==> src/core/console_serial_consts.vh <==
// constants for the console serial line unit: register offsets, field positions, timing
// assumes a 40 MHz clock and a plain one-cycle register port
//
// Contract
// RL1 - low byte of transmit buffer is write-only and loads next character sent
// RL2 - writes to transmit buffer bits 31:8 are ignored
// RL3 - break is recognised after 20 consecutive space bits on serial input
// RL4 - valid break sets received-break flag in receive buffer register
// RL5 - break of 20 space bits also sets the framing-error flag
// RL6 - halt enabled and diagnostic processor running: break halts, vectors to 2004 0000
// RL7 - main processor running: break posts interrupt on request line 4 instead
// RL8 - reading receive buffer register clears received-break flag
// RL9 - flag sets again only after a mark then another 20 space bits
// RL10 - receive and transmit share one rate from configuration bits 14:12
// RL11 - rate code 000 is 300 baud, doubling per step, 111 is 38400
// RL12 - boot register bits 6:4 show inverted rate-select pin levels
// RL13 - firmware copies boot bits 6:4 into configuration bits 14:12
// RL14 - baud rate is set only at power-up, never changed later; the code reloads rate_code on every write to configuration bits 14:12
// RL15 - receiver interrupts at level 14 with vector f8
// RL16 - transmitter interrupts at level 14 with vector fc
// RL17 - transmitter ready drops on buffer write, rises when buffer free again
// RL18 - received-break flag at receive buffer bit 11, read-only, set at character end
// RL19 - break counter uses current bit time and restarts on any mark
`ifndef CONSOLE_SERIAL_CONSTS_VH
`define CONSOLE_SERIAL_CONSTS_VH

// register offsets (byte addresses)
`define OFS_RX_BUF 8'h00
`define OFS_RX_CS 8'h04
`define OFS_TX_CS 8'h08
`define OFS_TX_BUF 8'h0c
`define OFS_CONFIG 8'h10
`define OFS_BOOT_DIAG 8'h14
`define OFS_IRQ_STATUS 8'h18
`define OFS_IRQ_ENABLE 8'h1c
`define OFS_IRQ_CLEAR 8'h20
`define OFS_VECTOR 8'h24

// field positions
`define BIT_RX_ERR 15
`define BIT_OVR_ERR 14
`define BIT_FRAME_ERR 13
`define BIT_RX_BREAK 11
`define BIT_RX_DONE 7
`define BIT_RX_IE 6
`define BIT_TX_RDY 7
`define BIT_TX_IE 6
`define BIT_MAINT 2
`define BIT_XMIT_BRK 0
`define CFG_RATE_HI 14
`define CFG_RATE_LO 12
`define BOOT_RATE_HI 6
`define BOOT_RATE_LO 4

// interrupt status bits
`define IRQ_RX 0
`define IRQ_TX 1
`define IRQ_BRK 2

// interrupt level and vectors
`define CONSOLE_IRQ_LEVEL 5'd14
`define RX_VECTOR 8'hf8
`define TX_VECTOR 8'hfc
`define BRK_IRQ_LINE 3'd4
`define DIAG_HALT_ADDR 32'h20040000

// timing: clock and slowest rate
`define CLK_HZ 40000000
`define BASE_BAUD 300
`define BREAK_BITS 20
`define FRAME_BITS 10

`endif

==> src/core/console_serial.v <==
// console asynchronous serial line: 8n1 receiver and transmitter, break detect, rate table
// assumes synchronous inputs, one clock, registers reached over a one-cycle strobe port
`include "console_serial_consts.vh"

module console_serial #(
   parameter CLK_HZ = `CLK_HZ
) (
   // clock and reset
   input wire clk_i,
   input wire arst_n_i,
   // register port
   input wire [7:0] addr_i,
   input wire [31:0] wdata_i,
   input wire wr_i,
   input wire rd_i,
   output reg [31:0] rdata_o,
   // serial line
   input wire serial_rx_i,
   output reg serial_tx_o,
   // system pins
   input wire [2:0] console_rate_select_pins_i,
   input wire halt_enable_input_i,
   input wire diag_running_i,
   // break response
   output reg halt_req_o,
   output reg [31:0] halt_addr_o,
   output reg brk_irq4_o,
   // interrupt
   output reg irq_o
);

   localparam integer BASE_DIV_FULL = CLK_HZ / `BASE_BAUD;
   localparam [17:0] BASE_DIV = BASE_DIV_FULL[17:0];

   // ---- registers ----
   reg [2:0] rate_code;
   reg [2:0] boot_rate;
   reg [7:0] rx_data;
   reg rx_done, rx_ie, ovr_err, framing_error_flag, received_break_flag;
   reg tx_ie, maint, xmit_brk, tx_rdy;
   reg [2:0] irq_status, irq_enable;
   reg [7:0] vector;

   // RL11 rate code doubles per step
   wire [17:0] bit_div = BASE_DIV >> rate_code;
   wire [17:0] half_div = bit_div >> 1;

   // maint loops transmit back, ignoring the external input
   wire rx_line = maint ? serial_tx_o : serial_rx_i;

   // ---- receiver ----
   localparam RX_IDLE = 4'b0001;
   localparam RX_DATA = 4'b0010;
   localparam RX_STOP = 4'b0100;
   localparam RX_HOLD = 4'b1000;
   reg [3:0] rx_state;
   reg [17:0] rx_cnt;
   reg [3:0] rx_bit;
   reg [7:0] rx_shift;
   reg [4:0] space_cnt;
   reg brk_armed, brk_seen;
   reg [17:0] brk_tick;
   reg rx_event, brk_event;

   wire rd_rxbuf = rd_i && (addr_i == `OFS_RX_BUF);

   always @(posedge clk_i or negedge arst_n_i) begin
      if (!arst_n_i) begin
         rx_state <= RX_IDLE;
         rx_cnt <= 18'h0;
         rx_bit <= 4'h0;
         rx_shift <= 8'h0;
         rx_data <= 8'h0;
         rx_done <= 1'b0;
         ovr_err <= 1'b0;
         framing_error_flag <= 1'b0;
         received_break_flag <= 1'b0;
         space_cnt <= 5'h0;
         brk_armed <= 1'b1;
         brk_seen <= 1'b0;
         brk_tick <= 18'h0;
         rx_event <= 1'b0;
         brk_event <= 1'b0;
      end else begin
         rx_event <= 1'b0;
         brk_event <= 1'b0;
         // RL19 break counter on bit time, restart on mark
         if (rx_line) begin
            space_cnt <= 5'h0;
            brk_tick <= 18'h0;
            brk_armed <= 1'b1;
         end else if (brk_tick >= bit_div - 18'h1) begin
            brk_tick <= 18'h0;
            // RL3 twenty space bits
            if (space_cnt == `BREAK_BITS - 1 && brk_armed) begin
               brk_seen <= 1'b1;
               // RL9 need a mark to rearm
               brk_armed <= 1'b0;
            end
            if (space_cnt != 5'h1f)
               space_cnt <= space_cnt + 5'h1;
         end else begin
            brk_tick <= brk_tick + 18'h1;
         end
         // RL8 read clears flags; set below wins
         if (rd_rxbuf) begin
            received_break_flag <= 1'b0;
            framing_error_flag <= 1'b0;
            ovr_err <= 1'b0;
            rx_done <= 1'b0;
         end
         case (rx_state)
            RX_IDLE: begin
               if (!rx_line) begin
                  rx_state <= RX_DATA;
                  rx_cnt <= half_div + bit_div;
                  rx_bit <= 4'h0;
               end
            end
            RX_DATA: begin
               if (rx_cnt == 18'h0) begin
                  rx_shift <= {rx_line, rx_shift[7:1]};
                  rx_cnt <= bit_div - 18'h1;
                  if (rx_bit == 4'h7)
                     rx_state <= RX_STOP;
                  rx_bit <= rx_bit + 4'h1;
               end else begin
                  rx_cnt <= rx_cnt - 18'h1;
               end
            end
            RX_STOP: begin
               if (rx_cnt == 18'h0) begin
                  rx_data <= rx_shift;
                  rx_done <= 1'b1;
                  rx_event <= 1'b1;
                  ovr_err <= rx_done && !rd_rxbuf;
                  framing_error_flag <= !rx_line;
                  // wait for mark before hunting for next start bit
                  if (rx_line)
                     rx_state <= RX_IDLE;
                  else
                     rx_state <= RX_HOLD;
               end else begin
                  rx_cnt <= rx_cnt - 18'h1;
               end
            end
            // held space: report the break once, then wait for a mark
            RX_HOLD: begin
               if (rx_line) begin
                  rx_state <= RX_IDLE;
               end else if (brk_seen) begin
                  // RL4 RL5 RL18 break flag with framing error
                  received_break_flag <= 1'b1;
                  framing_error_flag <= 1'b1;
                  brk_seen <= 1'b0;
                  brk_event <= 1'b1;
               end
            end
            default: rx_state <= RX_IDLE;
         endcase
      end
   end

   // ---- transmitter ----
   localparam TX_IDLE = 2'b01;
   localparam TX_SHIFT = 2'b10;
   reg [1:0] tx_state;
   reg [17:0] tx_cnt;
   reg [3:0] tx_bit;
   reg [9:0] tx_frame;
   reg [7:0] tx_hold;
   reg tx_line, tx_event;

   wire wr_txbuf = wr_i && (addr_i == `OFS_TX_BUF);

   always @(posedge clk_i or negedge arst_n_i) begin
      if (!arst_n_i) begin
         tx_state <= TX_IDLE;
         tx_cnt <= 18'h0;
         tx_bit <= 4'h0;
         tx_frame <= 10'h3ff;
         tx_hold <= 8'h0;
         tx_rdy <= 1'b1;
         tx_line <= 1'b1;
         tx_event <= 1'b0;
         serial_tx_o <= 1'b1;
      end else begin
         tx_event <= 1'b0;
         // RL1 RL2 RL17 low byte loads, ready drops
         if (wr_txbuf && tx_rdy) begin
            tx_hold <= wdata_i[7:0];
            tx_rdy <= 1'b0;
         end
         case (tx_state)
            TX_IDLE: begin
               if (!tx_rdy) begin
                  tx_frame <= {1'b1, tx_hold, 1'b0};
                  tx_state <= TX_SHIFT;
                  tx_cnt <= bit_div - 18'h1;
                  tx_bit <= 4'h0;
                  // RL17 ready rises once holding buffer free
                  tx_rdy <= 1'b1;
                  tx_event <= 1'b1;
               end
            end
            TX_SHIFT: begin
               tx_line <= tx_frame[0];
               if (tx_cnt == 18'h0) begin
                  tx_frame <= {1'b1, tx_frame[9:1]};
                  tx_cnt <= bit_div - 18'h1;
                  tx_bit <= tx_bit + 4'h1;
                  if (tx_bit == `FRAME_BITS - 1)
                     tx_state <= TX_IDLE;
               end else begin
                  tx_cnt <= tx_cnt - 18'h1;
               end
            end
            default: tx_state <= TX_IDLE;
         endcase
         if (tx_state == TX_IDLE)
            tx_line <= 1'b1;
         serial_tx_o <= xmit_brk ? 1'b0 : tx_line;
      end
   end

   // ---- control registers, interrupts, break response ----
   wire [2:0] next_events = {brk_event, tx_event, rx_event};
   reg [7:0] next_vector;

   always @* begin
      // RL15 RL16 receiver vector wins the shared level
      if (irq_status[`IRQ_RX] && irq_enable[`IRQ_RX] && rx_ie)
         next_vector = `RX_VECTOR;
      else
         next_vector = `TX_VECTOR;
   end

   always @(posedge clk_i or negedge arst_n_i) begin
      if (!arst_n_i) begin
         rate_code <= 3'h0;
         boot_rate <= 3'h0;
         rx_ie <= 1'b0;
         tx_ie <= 1'b0;
         maint <= 1'b0;
         xmit_brk <= 1'b0;
         irq_status <= 3'h0;
         irq_enable <= 3'h0;
         vector <= 8'h0;
         irq_o <= 1'b0;
         halt_req_o <= 1'b0;
         halt_addr_o <= 32'h0;
         brk_irq4_o <= 1'b0;
         rdata_o <= 32'h0;
      end else begin
         // RL12 boot register shows inverted pins
         boot_rate <= ~console_rate_select_pins_i;
         if (wr_i) begin
            if (addr_i == `OFS_RX_CS) begin
               rx_ie <= wdata_i[`BIT_RX_IE];
            end else if (addr_i == `OFS_TX_CS) begin
               tx_ie <= wdata_i[`BIT_TX_IE];
               maint <= wdata_i[`BIT_MAINT];
               xmit_brk <= wdata_i[`BIT_XMIT_BRK];
            end else if (addr_i == `OFS_CONFIG) begin
               // RL10 firmware loads common rate code
               rate_code <= wdata_i[`CFG_RATE_HI:`CFG_RATE_LO];
            end else if (addr_i == `OFS_IRQ_ENABLE) begin
               irq_enable <= wdata_i[2:0];
            end
         end
         // sticky status: set wins over clear
         if (wr_i && addr_i == `OFS_IRQ_CLEAR)
            irq_status <= (irq_status & ~wdata_i[2:0]) | next_events;
         else
            irq_status <= irq_status | next_events;
         vector <= next_vector;
         irq_o <= |(irq_status & irq_enable &
                    {1'b1, tx_ie & tx_rdy, rx_ie});
         // RL6 halt to diagnostic rom when enabled
         halt_req_o <= brk_event && halt_enable_input_i && diag_running_i;
         halt_addr_o <= `DIAG_HALT_ADDR;
         // RL7 main processor: request line 4
         brk_irq4_o <= brk_event && !diag_running_i;
         rdata_o <= 32'h0;
         if (rd_i) begin
            if (addr_i == `OFS_RX_BUF)
               rdata_o <= {16'h0, ovr_err | framing_error_flag, ovr_err,
                           framing_error_flag, 1'b0, received_break_flag, 3'h0, rx_data};
            else if (addr_i == `OFS_RX_CS)
               rdata_o <= {24'h0, rx_done, rx_ie, 6'h0};
            else if (addr_i == `OFS_TX_CS)
               rdata_o <= {24'h0, tx_rdy, tx_ie, 3'h0, maint, 1'b0, xmit_brk};
            else if (addr_i == `OFS_CONFIG)
               rdata_o <= {17'h0, rate_code, 12'h0};
            else if (addr_i == `OFS_BOOT_DIAG)
               rdata_o <= {25'h0, boot_rate, 4'h0};
            else if (addr_i == `OFS_IRQ_STATUS)
               rdata_o <= {29'h0, irq_status};
            else if (addr_i == `OFS_IRQ_ENABLE)
               rdata_o <= {29'h0, irq_enable};
            else if (addr_i == `OFS_VECTOR)
               rdata_o <= {19'h0, `CONSOLE_IRQ_LEVEL, vector};
         end
      end
   end

endmodule // console_serial

==> config.mk <==
export PLATFORM = sky130hd
export DESIGN_NAME = console_serial
export DESIGN_NICKNAME = d
export VERILOG_FILES = /design/src/core/console_serial.v
export VERILOG_INCLUDE_DIRS = /design/src /design/src/core
export SDC_FILE = /design/constraint.sdc
export NUM_CORES = 1
export LEC_CHECK = 0
export BUFFER_PORTS_ARGS = -buffer_cell sky130_fd_sc_hd__buf_2
export CAP_MARGIN = 25
export CORE_ASPECT_RATIO = 1.1
export CORE_MARGIN = 2
export CORE_UTILIZATION = 58
export DETAILED_ROUTE_END_ITERATION = 7
export GPL_TIMING_DRIVEN = 0
export PLACE_DENSITY_LB_ADDON = 0.3
export SYNTH_ARGS = -nofsm -noshare
export SYNTH_HDL_FRONTEND = slang
export SYNTH_SLANG_ARGS = --single-unit
==> constraint.sdc <==
create_clock -name clk_i -period 10.4 [get_ports clk_i]
set_input_delay 2.08 -clock clk_i [delete_from_list [all_inputs] [get_ports clk_i]]
set_output_delay 2.08 -clock clk_i [all_outputs]
set_load 0.02 [all_outputs]
### Word level (Yosys, flattened, before mapping)

Cells that the tools add are included.

| word-level totals | value |
|---|---|
| flip-flop bits (word level) | 179 |
| output and inout port bits | 68 |

| operators by class | value |
|---|---|
| add/sub/neg operators | 8 |
| magnitude comparators | 1 |
| eq/ne operators | 28 |
| shift operators | 1 |
| multiplexer cells | 81 |
| bitwise operators | 12 |
| reductions and logical operators | 38 |

Operators with widths:

| cell | count |
|---|---|
| two-way mux 18 bit | 7 |
| one-hot mux 18 bit (3 select lines) | 1 |
| subtractor 18 x 1 -> 18 bit, second input constant | 3 |
| two-way mux 12 bit | 4 |
| two-way mux 15 bit | 3 |
| two-way mux 4 bit | 10 |
| two-way mux 1 bit | 37 |
| logical NOT 18 bit | 2 |
| one-hot mux 18 bit (2 select lines) | 1 |
| == test 8 x 5 -> 1 bit, second input constant | 4 |
| two-way mux 16 bit | 2 |
| two-way mux 10 bit | 2 |
| one-hot mux 10 bit (2 select lines) | 1 |
| adder 17 x 18 -> 18 bit | 1 |
| adder 18 x 1 -> 18 bit, second input constant | 1 |
| greater-or-equal comparator 18 bit | 1 |
| inequality test 2 bit, second input constant | 9 |
| right shift 18 x 3 -> 18 bit, first input constant | 1 |
| == test 8 x 4 -> 1 bit, second input constant | 2 |
| == test 8 x 6 -> 1 bit, second input constant | 2 |
| one-hot mux 4 bit (2 select lines) | 2 |
| one-hot mux 4 bit (4 select lines) | 1 |
| two-way mux 5 bit | 3 |
| AND reduction 3 bit | 5 |
| other kinds (30) | 64 |

### Depth between registers and ports, before layout

Gate-level depths: netlist of the first run.

| depth | value |
|---|---|
| depth in word-level cells | 10 |
| gate-level depth with buffers | 23 |
| gate-level depth less buffers | 20 |

### Least setup slack after synthesis of the first run

Ideal clock, no wire load.

| timing | value |
|---|---|
| path kind | flip-flop to flip-flop |
| from | register rate_code[0] |
| to | register brk_tick[11] |
| setup time | 0.071 ns |
| data arrival time | 4.582 ns |
| required time | 10.329 ns |
| path slack | 5.747 ns |
| stages on the path, launching flop included | 21 |
| path buffers | 3 |
| period minus slack after synthesis | 4.653 ns |
| cells stage by stage | dfrtp_1 > clkbuf_1 > inv_1 > ha_1 > clkbuf_1 > o31ai_1 > ha_1 > o21a_1 > a32o_2 > and3_1 > o21a_1 > o21ai_0 > a21boi_0 > xnor2_1 > ha_1 > maj3_1 > a2111oi_2 > o32a_4 > nand2_4 > buf_6 > nor2_1 |

| on the way | value |
|---|---|
| word-level cells in the longest chain between the ends | 5 |

Ends and longest elaborated chain:

| what | RTL line | RTL |
|---|---|---|
| start, declared | console_serial.v:36 | `reg [2:0] rate_code;` |
| start signal, assigned | console_serial.v:266 | `` rate_code <= wdata_i[`CFG_RATE_HI:`CFG_RATE_LO]; `` |
| right shift 18 x 3 -> 18 bit | console_serial.v:45 | `wire [17:0] bit_div = BASE_DIV >> rate_code;` |
| subtractor 18 x 1 -> 18 bit | console_serial.v:92 | `end else if (brk_tick >= bit_div - 18'h1) begin` |
| greater-or-equal comparator 18 bit | console_serial.v:92 |  |
| two-way mux 18 bit | console_serial.v:92 |  |
| two-way mux 18 bit | console_serial.v:88 | `if (rx_line) begin` |
| end signal, assigned | console_serial.v:103 | `brk_tick <= brk_tick + 18'h1;` |
| end, declared | console_serial.v:62 | `reg [17:0] brk_tick;` |

No other way between the ends.
A chain may end at the register's enable or synchronous reset.

==> results.py, run 1 <==
metrics = {
    "die": {
        "die-area_um2": 18500,
        "die_y_um": 143,
        "die_w_um": 130,
        "ioPinCount": 118,
        "initial_core_util": 0.593,
        "core_area_um2": 17100,
        "rows": 50,
    },
    "synth": {
        "synth_enable_flop_cells": 0,
        "avgSynthCellArea_um2": 8.79,
        "synth_cells": 1153,
        "ys_types": 85,
        "yosysSeqAreaShare": 0.380,
        "yosysTopAreaCellShare": 0.341,
        "syn-cell-area_um2": 10100,
        "synth_ff_type": "dfrtp_1",
        "yosys-top-cells-count": "nand2_1, dfrtp_1, o21ai_0, nor2_1, a21oi_1",
        "synth_seq_cells": 153,
        "synthArstFlopShare": 1.00,
        "yosysTopAreaCell": "dfrtp_1",
        "ys_warn_count": 0,
        "synth_area_leaders": "dfrtp_1, ha_1, nand2_1",
        "yosysMostFrequentCell": "nand2_1",
    },
    "place": {
        "dp_hpwl_um": 17700,
        "numPortBuffers": 48,
        "place_congestion": 0.957,
    },
    "layout": {
        "fill_cells": 1447,
        "diodes": 0,
        "drive_gt1_frac": 0.158,
        "nets": 1373,
        "synthToLayoutAreaGrowth_pct": 12.9,
        "multi_input_area_um2": 5680,
        "register_area_um2": 3850,
    },
    "run_status": {
        "status": "complete, no violations",
    },
    "clocking": {
        "clk_pin_slew_ns": 0.07,
        "cts_resized": 0,
        "cts_hold_buffers": 0,
        "clockBufferDepth": 2,
        "cts_tree": "yes",
        "ctsRootBufferMaster": "clkbuf_16",
        "cts_buffers": 17,
        "cts_sinks": 153,
        "postCtsSetupBuffers": 0,
        "insertion_delay_ns": 0.43,
        "htreeDepth": 4,
    },
    "worst_setup_path": {
        "end_kind": "flop",
        "startpoint_type": "flop",
        "crit_chain": "clkbuf_1, inv_1, ha_1, clkbuf_1, o31ai_1, buf_2, ha_1, o21a_1, a32o_2, and3_1, o21a_1, o21ai_0, a21boi_0, xnor2_1, ha_1, maj3_1, a2111oi_2, o32ai_1, nand3_1, a21oi_1",
        "critPathMaxFanout": 10,
        "reg2reg_slack_ns": 3.84,
        "required_ns": 10.76,
        "arrival_ns": 6.92,
        "crit_buf_inv": 4,
        "critical_path_class": "reg2reg",
        "slowest_delay_ns": 0.80,
        "ff2ff_path_depth": 20,
        "reg2reg_from": "rate_code[0]",
        "critPathMostFrequentCell": "ha_1",
        "cp_slowest_cell": "o32ai_1",
        "crit_family": "compound AO/OA/AOI/OAI gates",
    },
    "drt": {
        "ant_nets": 0,
        "routed-via-count": 8769,
        "drt_pass1_iterations": 7,
        "vias_per_cell": 5.78,
        "drt-total-wl_um": 24900,
        "drt_iter0_drc": 626,
        "wl_per_cell_um": 16.4,
        "drc_errors": 0,
    },
    "global_routing": {
        "gr-total-overflow": 0,
        "grt_max_degree": 79,
        "grt_antenna_before_repair": 0,
        "grt_pass1_vias": 8259,
        "grt_pass1_wl_um": 40400,
        "track_usage": 0.275,
    },
    "timing": {
        "max_slew.worst_pin.slew_ns": 1.14,
        "fmax_mhz": 152,
        "setup_viol": 0,
        "slew_violations": 0,
        "tns_ns": 0,
        "slew-limit-headroom": 0.233,
        "grt_setup_unrepaired": "false",
        "fin_crit_sh": 0.631,
        "hold_viol_final": 0,
        "fin_skew_ns": 0.0140,
        "min_period_ns": 6.56,
        "whs_ns": 0.415,
    },
    "pwr": {
        "p_per_area_nw_per_um2": 154,
        "max-vdd-ir-drop_mv": 0.116,
        "power.leakage_nw": 5.43,
    },
    "worst_hold_path": {
        "holdPathEnd": "serial_tx_o",
        "min_path_cells": 1,
        "hold_start": "xmit_brk",
        "holdCritPathClass": "reg2reg",
    },
    "flow_run": {
        "drv_cap": 0,
    },
}
-- worst register-to-register path, cell delays in order (launching register included) --
cell and delay, ns:
dfrtp_1 0.47, clkbuf_1 0.53, inv_1 0.28, ha_1 0.39, clkbuf_1 0.38, o31ai_1 0.76, buf_2 0.28, ha_1 0.16
o21a_1 0.15, a32o_2 0.22, and3_1 0.18, o21a_1 0.15, o21ai_0 0.08, a21boi_0 0.23, xnor2_1 0.33, ha_1 0.27
maj3_1 0.21, a2111oi_2 0.10, o32ai_1 0.80, nand3_1 0.31, a21oi_1 0.21
-- cell type report --
cell class,instances,area share
clock buffer,18,0.0384
multi-input combinational,898,0.497
buffer,98,0.0512
clock inverter,14,0.0101
sequential,153,0.336
timing repair buffer,51,0.0251
tap,234,0.0256
inverter,50,0.0164
-- worst max path at each step --
stage / endpoint / slack, ns / start / cells past startpoint
2_1_floorplan: brk_tick[11] / 5.75 / rate_code[0] / 20
3_3_place_gp: brk_tick[12] / 3.83 / rate_code[0] / 21
3_5_place_dp: brk_tick[13] / 4.06 / rate_code[0] / 22
4_1_cts: brk_tick[13] / 4.01 / rate_code[0] / 22
5_1_grt: space_cnt[2] / 3.55 / rate_code[0] / 20
6_report: flop / 3.84 / rate_code[0] / 20
-- metrics by stage --
step	setup WS [ns]	util	instances	total power [mW]	cell area, µm²
global placement	3.83	0.635	1481	1.16	10800
global route	3.55	0.670	1516	1.86	11400
CTS	4.01	0.670	1516	1.76	11400
detailed placement	4.06	0.637	1484	1.18	10900
finish	3.84	0.670	1516	1.77	11400
floorplan	5.75	-	1199	1.05	10300
-- report_power, final --
group,switching (mW),internal [mW]
Combinational,0.304,0.179
Sequential,0.0455,0.651
Clock,0.270,0.317
-- flip-flops by register name, summed over array words and instances, names as in the netlist, 5 cells and up, named ones only --
signal	cells
tx_cnt	18
tx_hold	8
rx_shift	8
brk_tick	18
rx_data	8
rx_cnt	18
tx_frame	9
rdata_o	14
space_cnt	5
-- kinds of logic (layout without fill, tap and decap cells) --
logic type,Yosys count,count (layout),share of synthesized area
and+or+nand+nor,408,408,0.192
other,2,48,0.000741
adders and majority gates,57,57,0.0697
xor gates and xnor gates,51,51,0.0482
muxes,42,42,0.0464
AOI/OAI and AO/OA,292,292,0.187
buffers and inverters,148,231,0.0763
DFF,153,153,0.380
-- placed cells by master, fill, tap and decap left out, types with 41 or more instances in the layout --
cell type / netlist / final
nand2_1: 145 / 145
dfrtp_1: 138 / 138
o21ai_0: 92 / 92
nor2_1: 88 / 88
a21oi_1: 71 / 71
buf_2: 6 / 54
ha_1: 54 / 54
buf_4: 52 / 53
conb_1: 2 / 48
inv_1: 45 / 45
nand3_1: 41 / 41
-- layer usage --
metal  wire length [µm]  track usage
met5                  0            0
met4                860        0.130
met3               1470       0.0450
met2              11900        0.447
met1              10600        0.359
No activity file was read; power rests on OpenSTA's default activity.
==> run 2, diff against run 1 <==
--- a/config.mk
+++ b/config.mk
@@ -10,7 +10,7 @@
 export CAP_MARGIN = 25
 export CORE_ASPECT_RATIO = 1.1
 export CORE_MARGIN = 2
-export CORE_UTILIZATION = 58
+export CORE_UTILIZATION = 54
 export DETAILED_ROUTE_END_ITERATION = 7
 export GPL_TIMING_DRIVEN = 0
 export PLACE_DENSITY_LB_ADDON = 0.3
==> constraint.sdc (replaced) <==
create_clock -name clk_i -period 5.4 [get_ports clk_i]
set_input_delay 1.08 -clock clk_i [delete_from_list [all_inputs] [get_ports clk_i]]
set_output_delay 1.08 -clock clk_i [all_outputs]
set_load 0.02 [all_outputs]
==> run 2 against run 1 <==
  * Hold slack improved by 0.029 ns
  * Wire length rose by 0.55%
  * Maximum frequency rose by 28%
  * Design area rose by 1.5%
  * Critical path depth rose by 2
==> results.py, run 2 (same netlist as run 1, synthesis figures left out) <==
metrics = {
    "timing": {
        "grt_setup_unrepaired": "false",
        "fin_crit_sh": 0.952,
        "min_period_ns": 5.14,
        "slew_violations": 0,
        "max_slew.worst_pin.slew_ns": 0.924,
        "hold_viol_final": 0,
        "fmax_mhz": 195,
        "slew-limit-headroom": 0.379,
        "fin_skew_ns": 0.0122,
        "setup_viol": 0,
        "whs_ns": 0.444,
    },
    "die": {
        "initial_core_util": 0.550,
        "die_w_um": 135,
        "die_y_um": 148,
        "rows": 52,
        "core_area_um2": 18400,
        "ioPinCount": 118,
        "die-area_um2": 19900,
    },
    "worst_setup_path": {
        "critPathMostFrequentCell": "ha_1",
        "required_ns": 5.76,
        "startpoint_type": "flop",
        "cp_slowest_cell": "dfrtp_2",
        "end_kind": "flop",
        "critPathMaxFanout": 10,
        "cp-startpoint": "rate_code[0]",
        "slowest_delay_ns": 0.47,
        "reg2reg_from": "rate_code[0]",
        "arrival_ns": 5.50,
        "critical_path_class": "reg2reg",
        "crit_chain": "clkbuf_8, inv_1, ha_2, clkbuf_4, o31ai_4, buf_2, ha_1, o21a_1, a32o_2, nand2_1, xor2_4, ha_1, o211a_1, o21ai_0, o211ai_1, maj3_1, a21o_1, a211oi_2, o32a_4, nand2_4, buf_6, nor2_1",
    },
    "layout": {
        "nets": 1373,
        "final_common_cell": "nand2_1",
        "layout_common_cells": "nand2_1, dfrtp_1, o21ai_0",
        "reg_top3": "brk_tick x18, rx_cnt x18, tx_cnt x18",
        "multi_input_area_um2": 5760,
        "register_area_um2": 3850,
        "final_area_um2": 11600,
        "drive_gt1_frac": 0.168,
        "diodes": 0,
        "fill_cells": 1579,
        "synthToLayoutAreaGrowth_pct": 14.6,
    },
    "drt": {
        "wl_per_cell_um": 16.4,
        "ant_nets": 0,
        "drt_pass1_iterations": 6,
        "drt_iter0_drc": 640,
        "drt-total-wl_um": 25000,
        "drc_errors": 0,
        "vias_per_cell": 5.72,
        "routed-via-count": 8727,
    },
    "pwr": {
        "max-vdd-ir-drop_mv": 0.256,
        "p_per_area_nw_per_um2": 302,
        "power.leakage_nw": 5.51,
    },
    "worst_hold_path": {
        "hold_start": "rx_event",
        "holdCritPathClass": "reg2reg",
    },
    "global_routing": {
        "gr-total-overflow": 0,
        "grt_max_degree": 79,
        "grt_antenna_before_repair": 0,
        "track_usage": 0.257,
        "grt_pass1_wl_um": 40600,
        "grt_pass1_vias": 8060,
    },
    "flow_run": {
        "drv_cap": 0,
    },
    "clocking": {
        "htreeDepth": 4,
        "clk_pin_slew_ns": 0.07,
        "clockBufferDepth": 2,
        "cts_tree": "yes",
        "cts_buffers": 17,
        "insertion_delay_ns": 0.44,
        "ctsRootBufferMaster": "clkbuf_16",
        "cts_sinks": 153,
        "postCtsSetupBuffers": 0,
    },
    "place": {
        "place_congestion": 0.940,
        "numPortBuffers": 48,
        "dp_hpwl_um": 18100,
        "post_dp_cell_area_um2": 10900,
    },
    "run_status": {
        "status": "complete, no violations",
    },
}
## run 2: metrics by stage
stage	setup slack [ns]	util	instances	total power, mW	TNS (ns)
after floorplan	0.747	-	1199	2.01	0
after global placement	-1.29	0.589	1490	2.24	-30.36
after detailed placement	-1.06	0.592	1494	2.27	-25.10
after CTS	0.0584	0.628	1526	3.51	0
after global routing	0.00570	0.630	1525	3.69	0
final	0.261	0.630	1525	3.51	0
## run 2: report_power, final
part,internal [mW],switching (mW)
Combinational,0.353,0.586
Sequential,1.25,0.0885
Clock,0.691,0.536
Total,2.30,1.21
## run 2: layout make-up
class	count	share of cell area
flip-flops and latches	153	0.332
clock buffers	20	0.0431
repair buffers	52	0.0251
inverters	50	0.0162
clock inverters	12	0.00949
plain buffers	97	0.0517
well taps	243	0.0262
multi-input cells	898	0.497
## run 2: final timing paths
path,endpoint,slack (ns),depth (start not counted)
worst max-delay path,brk_tick[15],0.26,22
worst min-delay path,irq_status[0],0.44,1
worst max register to register,brk_tick[15],0.26,22
worst min register to register,irq_status[0],0.44,1
max in group asynchronous,tx_state[0],3.86,2
min in group asynchronous,rx_data[3],0.69,1
## run 2: critical path: cells and delay by family (launching register included)
family                   cells  cell delay [ns]
AO/OA/AOI/OAI                9             1.80
AND/OR/NAND/NOR              3             0.39
buffers and inverters        5             1.00
XOR/XNOR                     1             0.27
flip-flops                   1             0.47
adder cells (fa/ha/maj)      4             1.11
## run 2: metal layers
layer | up-vias | global-route usage | part of all wire
met2 | 311 | 0.424 | 0.48
met1 | 4135 | 0.336 | 0.42
li1 | 4217 | - | -
met4 | 0 | 0.107 | 0.035
met3 | 64 | 0.0460 | 0.062
met5 | - | 0 | 0
## run 2: what timing repair did
| item | in CTS | in global routing |
|---|---|---|
| setup endpoints to repair | 28 | 25 |
| resized for setup | 11 | 14 |
| pin swaps | 0 | 1 |
| hold buffers | 0 | 0 |
==> run 3, diff against run 2 <==
--- a/config.mk
+++ b/config.mk
@@ -10,7 +10,7 @@
 export CAP_MARGIN = 25
 export CORE_ASPECT_RATIO = 1.1
 export CORE_MARGIN = 2
-export CORE_UTILIZATION = 54
+export CORE_UTILIZATION = 58
 export DETAILED_ROUTE_END_ITERATION = 7
 export GPL_TIMING_DRIVEN = 0
 export PLACE_DENSITY_LB_ADDON = 0.3
==> constraint.sdc (replaced) <==
create_clock -name clk_i -period 6.6 [get_ports clk_i]
set_input_delay 1.32 -clock clk_i [delete_from_list [all_inputs] [get_ports clk_i]]
set_output_delay 1.32 -clock clk_i [all_outputs]
set_load 0.02 [all_outputs]
==> run 3 against run 2 <==
  * Combinational power decreased by 19%
  * Global-route usage increased by 1.8 points
  * Utilization increased by 4.0 points
  * Largest power group unchanged
==> results.py, run 3 (same netlist as run 1, synthesis figures left out) <==
metrics = {
    "place": {
        "dpl.cell_count": 1484,
        "post_dp_cell_area_um2": 10900,
        "numPortBuffers": 48,
        "dp_hpwl_um": 17700,
        "place_congestion": 0.957,
    },
    "timing": {
        "max_slew.worst_pin.slew_ns": 1.14,
        "whs_ns": 0.421,
        "slew_violations": 0,
        "slew-limit-headroom": 0.231,
        "grt_setup_unrepaired": "false",
        "fmax_mhz": 159,
        "fin_skew_ns": 0.0116,
        "setup_viol": 0,
        "hold_viol_final": 0,
        "tns_ns": 0,
        "fin_crit_sh": 0.955,
        "min_period_ns": 6.30,
    },
    "layout": {
        "layout_common_cells": "nand2_1, dfrtp_1, o21ai_0",
        "reg_top3": "brk_tick x18, rx_cnt x18, tx_cnt x18",
        "fill_cells": 1445,
        "final_cells": 1516,
        "synthToLayoutAreaGrowth_pct": 13.0,
        "final_common_cell": "nand2_1",
        "diodes": 0,
        "nets": 1373,
        "final_area_um2": 11400,
        "drive_gt1_frac": 0.159,
    },
    "pwr": {
        "p_per_area_nw_per_um2": 243,
        "p_total_mw": 2.78,
        "power.leakage_nw": 5.43,
        "max-vdd-ir-drop_mv": 0.182,
    },
    "clocking": {
        "cts_sinks": 153,
        "cts_tree": "yes",
        "clockBufferDepth": 2,
        "cts_hold_buffers": 0,
        "cts_resized": 0,
        "ctsRootBufferMaster": "clkbuf_16",
        "cts_buffers": 17,
        "clk_pin_slew_ns": 0.07,
        "htreeDepth": 4,
        "insertion_delay_ns": 0.43,
        "postCtsSetupBuffers": 0,
    },
    "global_routing": {
        "met1_usage": 0.359,
        "grt_most_used_layer": "met2",
        "gr-total-overflow": 0,
        "grt_pass1_wl_um": 40400,
        "grt_pass1_vias": 8259,
        "grt_antenna_before_repair": 0,
        "grt_max_degree": 79,
        "grtUsageMet3": 0.0450,
        "use_met2": 0.447,
        "track_usage": 0.275,
    },
    "worst_setup_path": {
        "crit_family": "compound AO/OA/AOI/OAI gates",
        "required_ns": 6.96,
        "cp-startpoint": "rate_code[0]",
        "cp_slowest_cell": "o31ai_2",
        "arrival_ns": 6.66,
        "critical_path_class": "reg2reg",
        "r2r_end": "brk_tick[13]",
        "cp-endpoint": "brk_tick[13]",
        "end_kind": "flop",
        "reg2reg_slack_ns": 0.30,
        "ff2ff_path_depth": 22,
        "crit_buf_inv": 5,
        "cp.depth": 22,
        "slowest_delay_ns": 0.54,
        "critPathMaxFanout": 10,
        "startpoint_type": "flop",
        "reg2reg_from": "rate_code[0]",
        "crit_chain": "clkbuf_1, inv_1, ha_1, clkbuf_1, o31ai_2, buf_2, ha_1, o21a_1, a32o_2, nand2_1, xor2_1, ha_1, o211a_1, o21ai_0, o211ai_1, maj3_1, a21o_1, a211oi_2, o32a_4, nand2_4, buf_6, nor2_1",
        "critPathMostFrequentCell": "ha_1",
    },
    "die": {
        "initial_core_util": 0.593,
        "die-area_um2": 18500,
        "ioPinCount": 118,
        "rows": 50,
        "core_area_um2": 17100,
        "die_w_um": 130,
        "die_y_um": 143,
    },
    "drt": {
        "routed-via-count": 8764,
        "drt_pass1_iterations": 5,
        "vias_per_cell": 5.78,
        "wl_per_cell_um": 16.4,
        "ant_nets": 0,
        "drt_iter0_drc": 586,
        "drt-total-wl_um": 24800,
        "drc_errors": 0,
    },
    "flow_run": {
        "drv_cap": 0,
    },
    "run_status": {
        "status": "complete, no violations",
    },
    "worst_hold_path": {
        "holdCritPathClass": "reg2reg",
        "hold_start": "xmit_brk",
    },
}
-- run 3: cell count changes in the layout (fill, tap and decap cells not counted), moves of 2 or more --
cell	delta
clkbuf_1	+5
clkbuf_16	-3
clkinvlp_4	+3
a2111oi_2	+2
a2111oi_4	-2
clkbuf_4	-2
clkinv_4	+2
inv_6	-2
inv_8	-2
o21ai_0	+2
o21ai_1	-2
-- run 3: area by class of cell --
| cell class | count | area (µm²) | area share |
|---|---|---|---|
| multi-input combinational | 898 | 5700 | 0.497 |
| sequential | 153 | 3850 | 0.336 |
| buffer | 98 | 586 | 0.0511 |
| clock buffer | 18 | 439 | 0.0384 |
| tap | 234 | 293 | 0.0256 |
| timing repair buffer | 51 | 287 | 0.0250 |
| inverter | 50 | 188 | 0.0164 |
| clock inverter | 14 | 115 | 0.0101 |
-- run 3: routing by layer --
| metal | up-vias | wire length (µm) | part of all wire |
|---|---|---|---|
| met5 | - | 0 | 0 |
| li1 | 4230 | - | - |
| met2 | 330 | 11700 | 0.47 |
| met1 | 4146 | 10600 | 0.43 |
| met3 | 58 | 1560 | 0.063 |
| met4 | 0 | 928 | 0.037 |
-- run 3: power breakdown --
group          total, mW  switching (mW)  internal (mW)
Clock              0.926           0.426          0.500
Sequential          1.10          0.0718           1.03
Combinational      0.762           0.480          0.283
Total               2.78           0.978           1.81
-- run 3: worst min-delay path by stage --
stage	depth (start not counted)	slack [ns]	to
floorplan	1	0.39	serial_tx_o
global placement	1	0.41	irq_status[1]
detailed placement	1	0.42	serial_tx_o
CTS	1	0.43	serial_tx_o
global route	1	0.45	serial_tx_o
finish	1	0.42	serial_tx_o
-- run 3: through the flow --
| stage | worst slack, ns | utilization |
|---|---|---|
| 2_1_floorplan | 1.95 | - |
| 3_3_place_gp | 0.0274 | 0.635 |
| 3_5_place_dp | 0.256 | 0.637 |
| 4_1_cts | 0.213 | 0.670 |
| 5_1_grt | 0.0505 | 0.670 |
| 6_report | 0.298 | 0.670 |
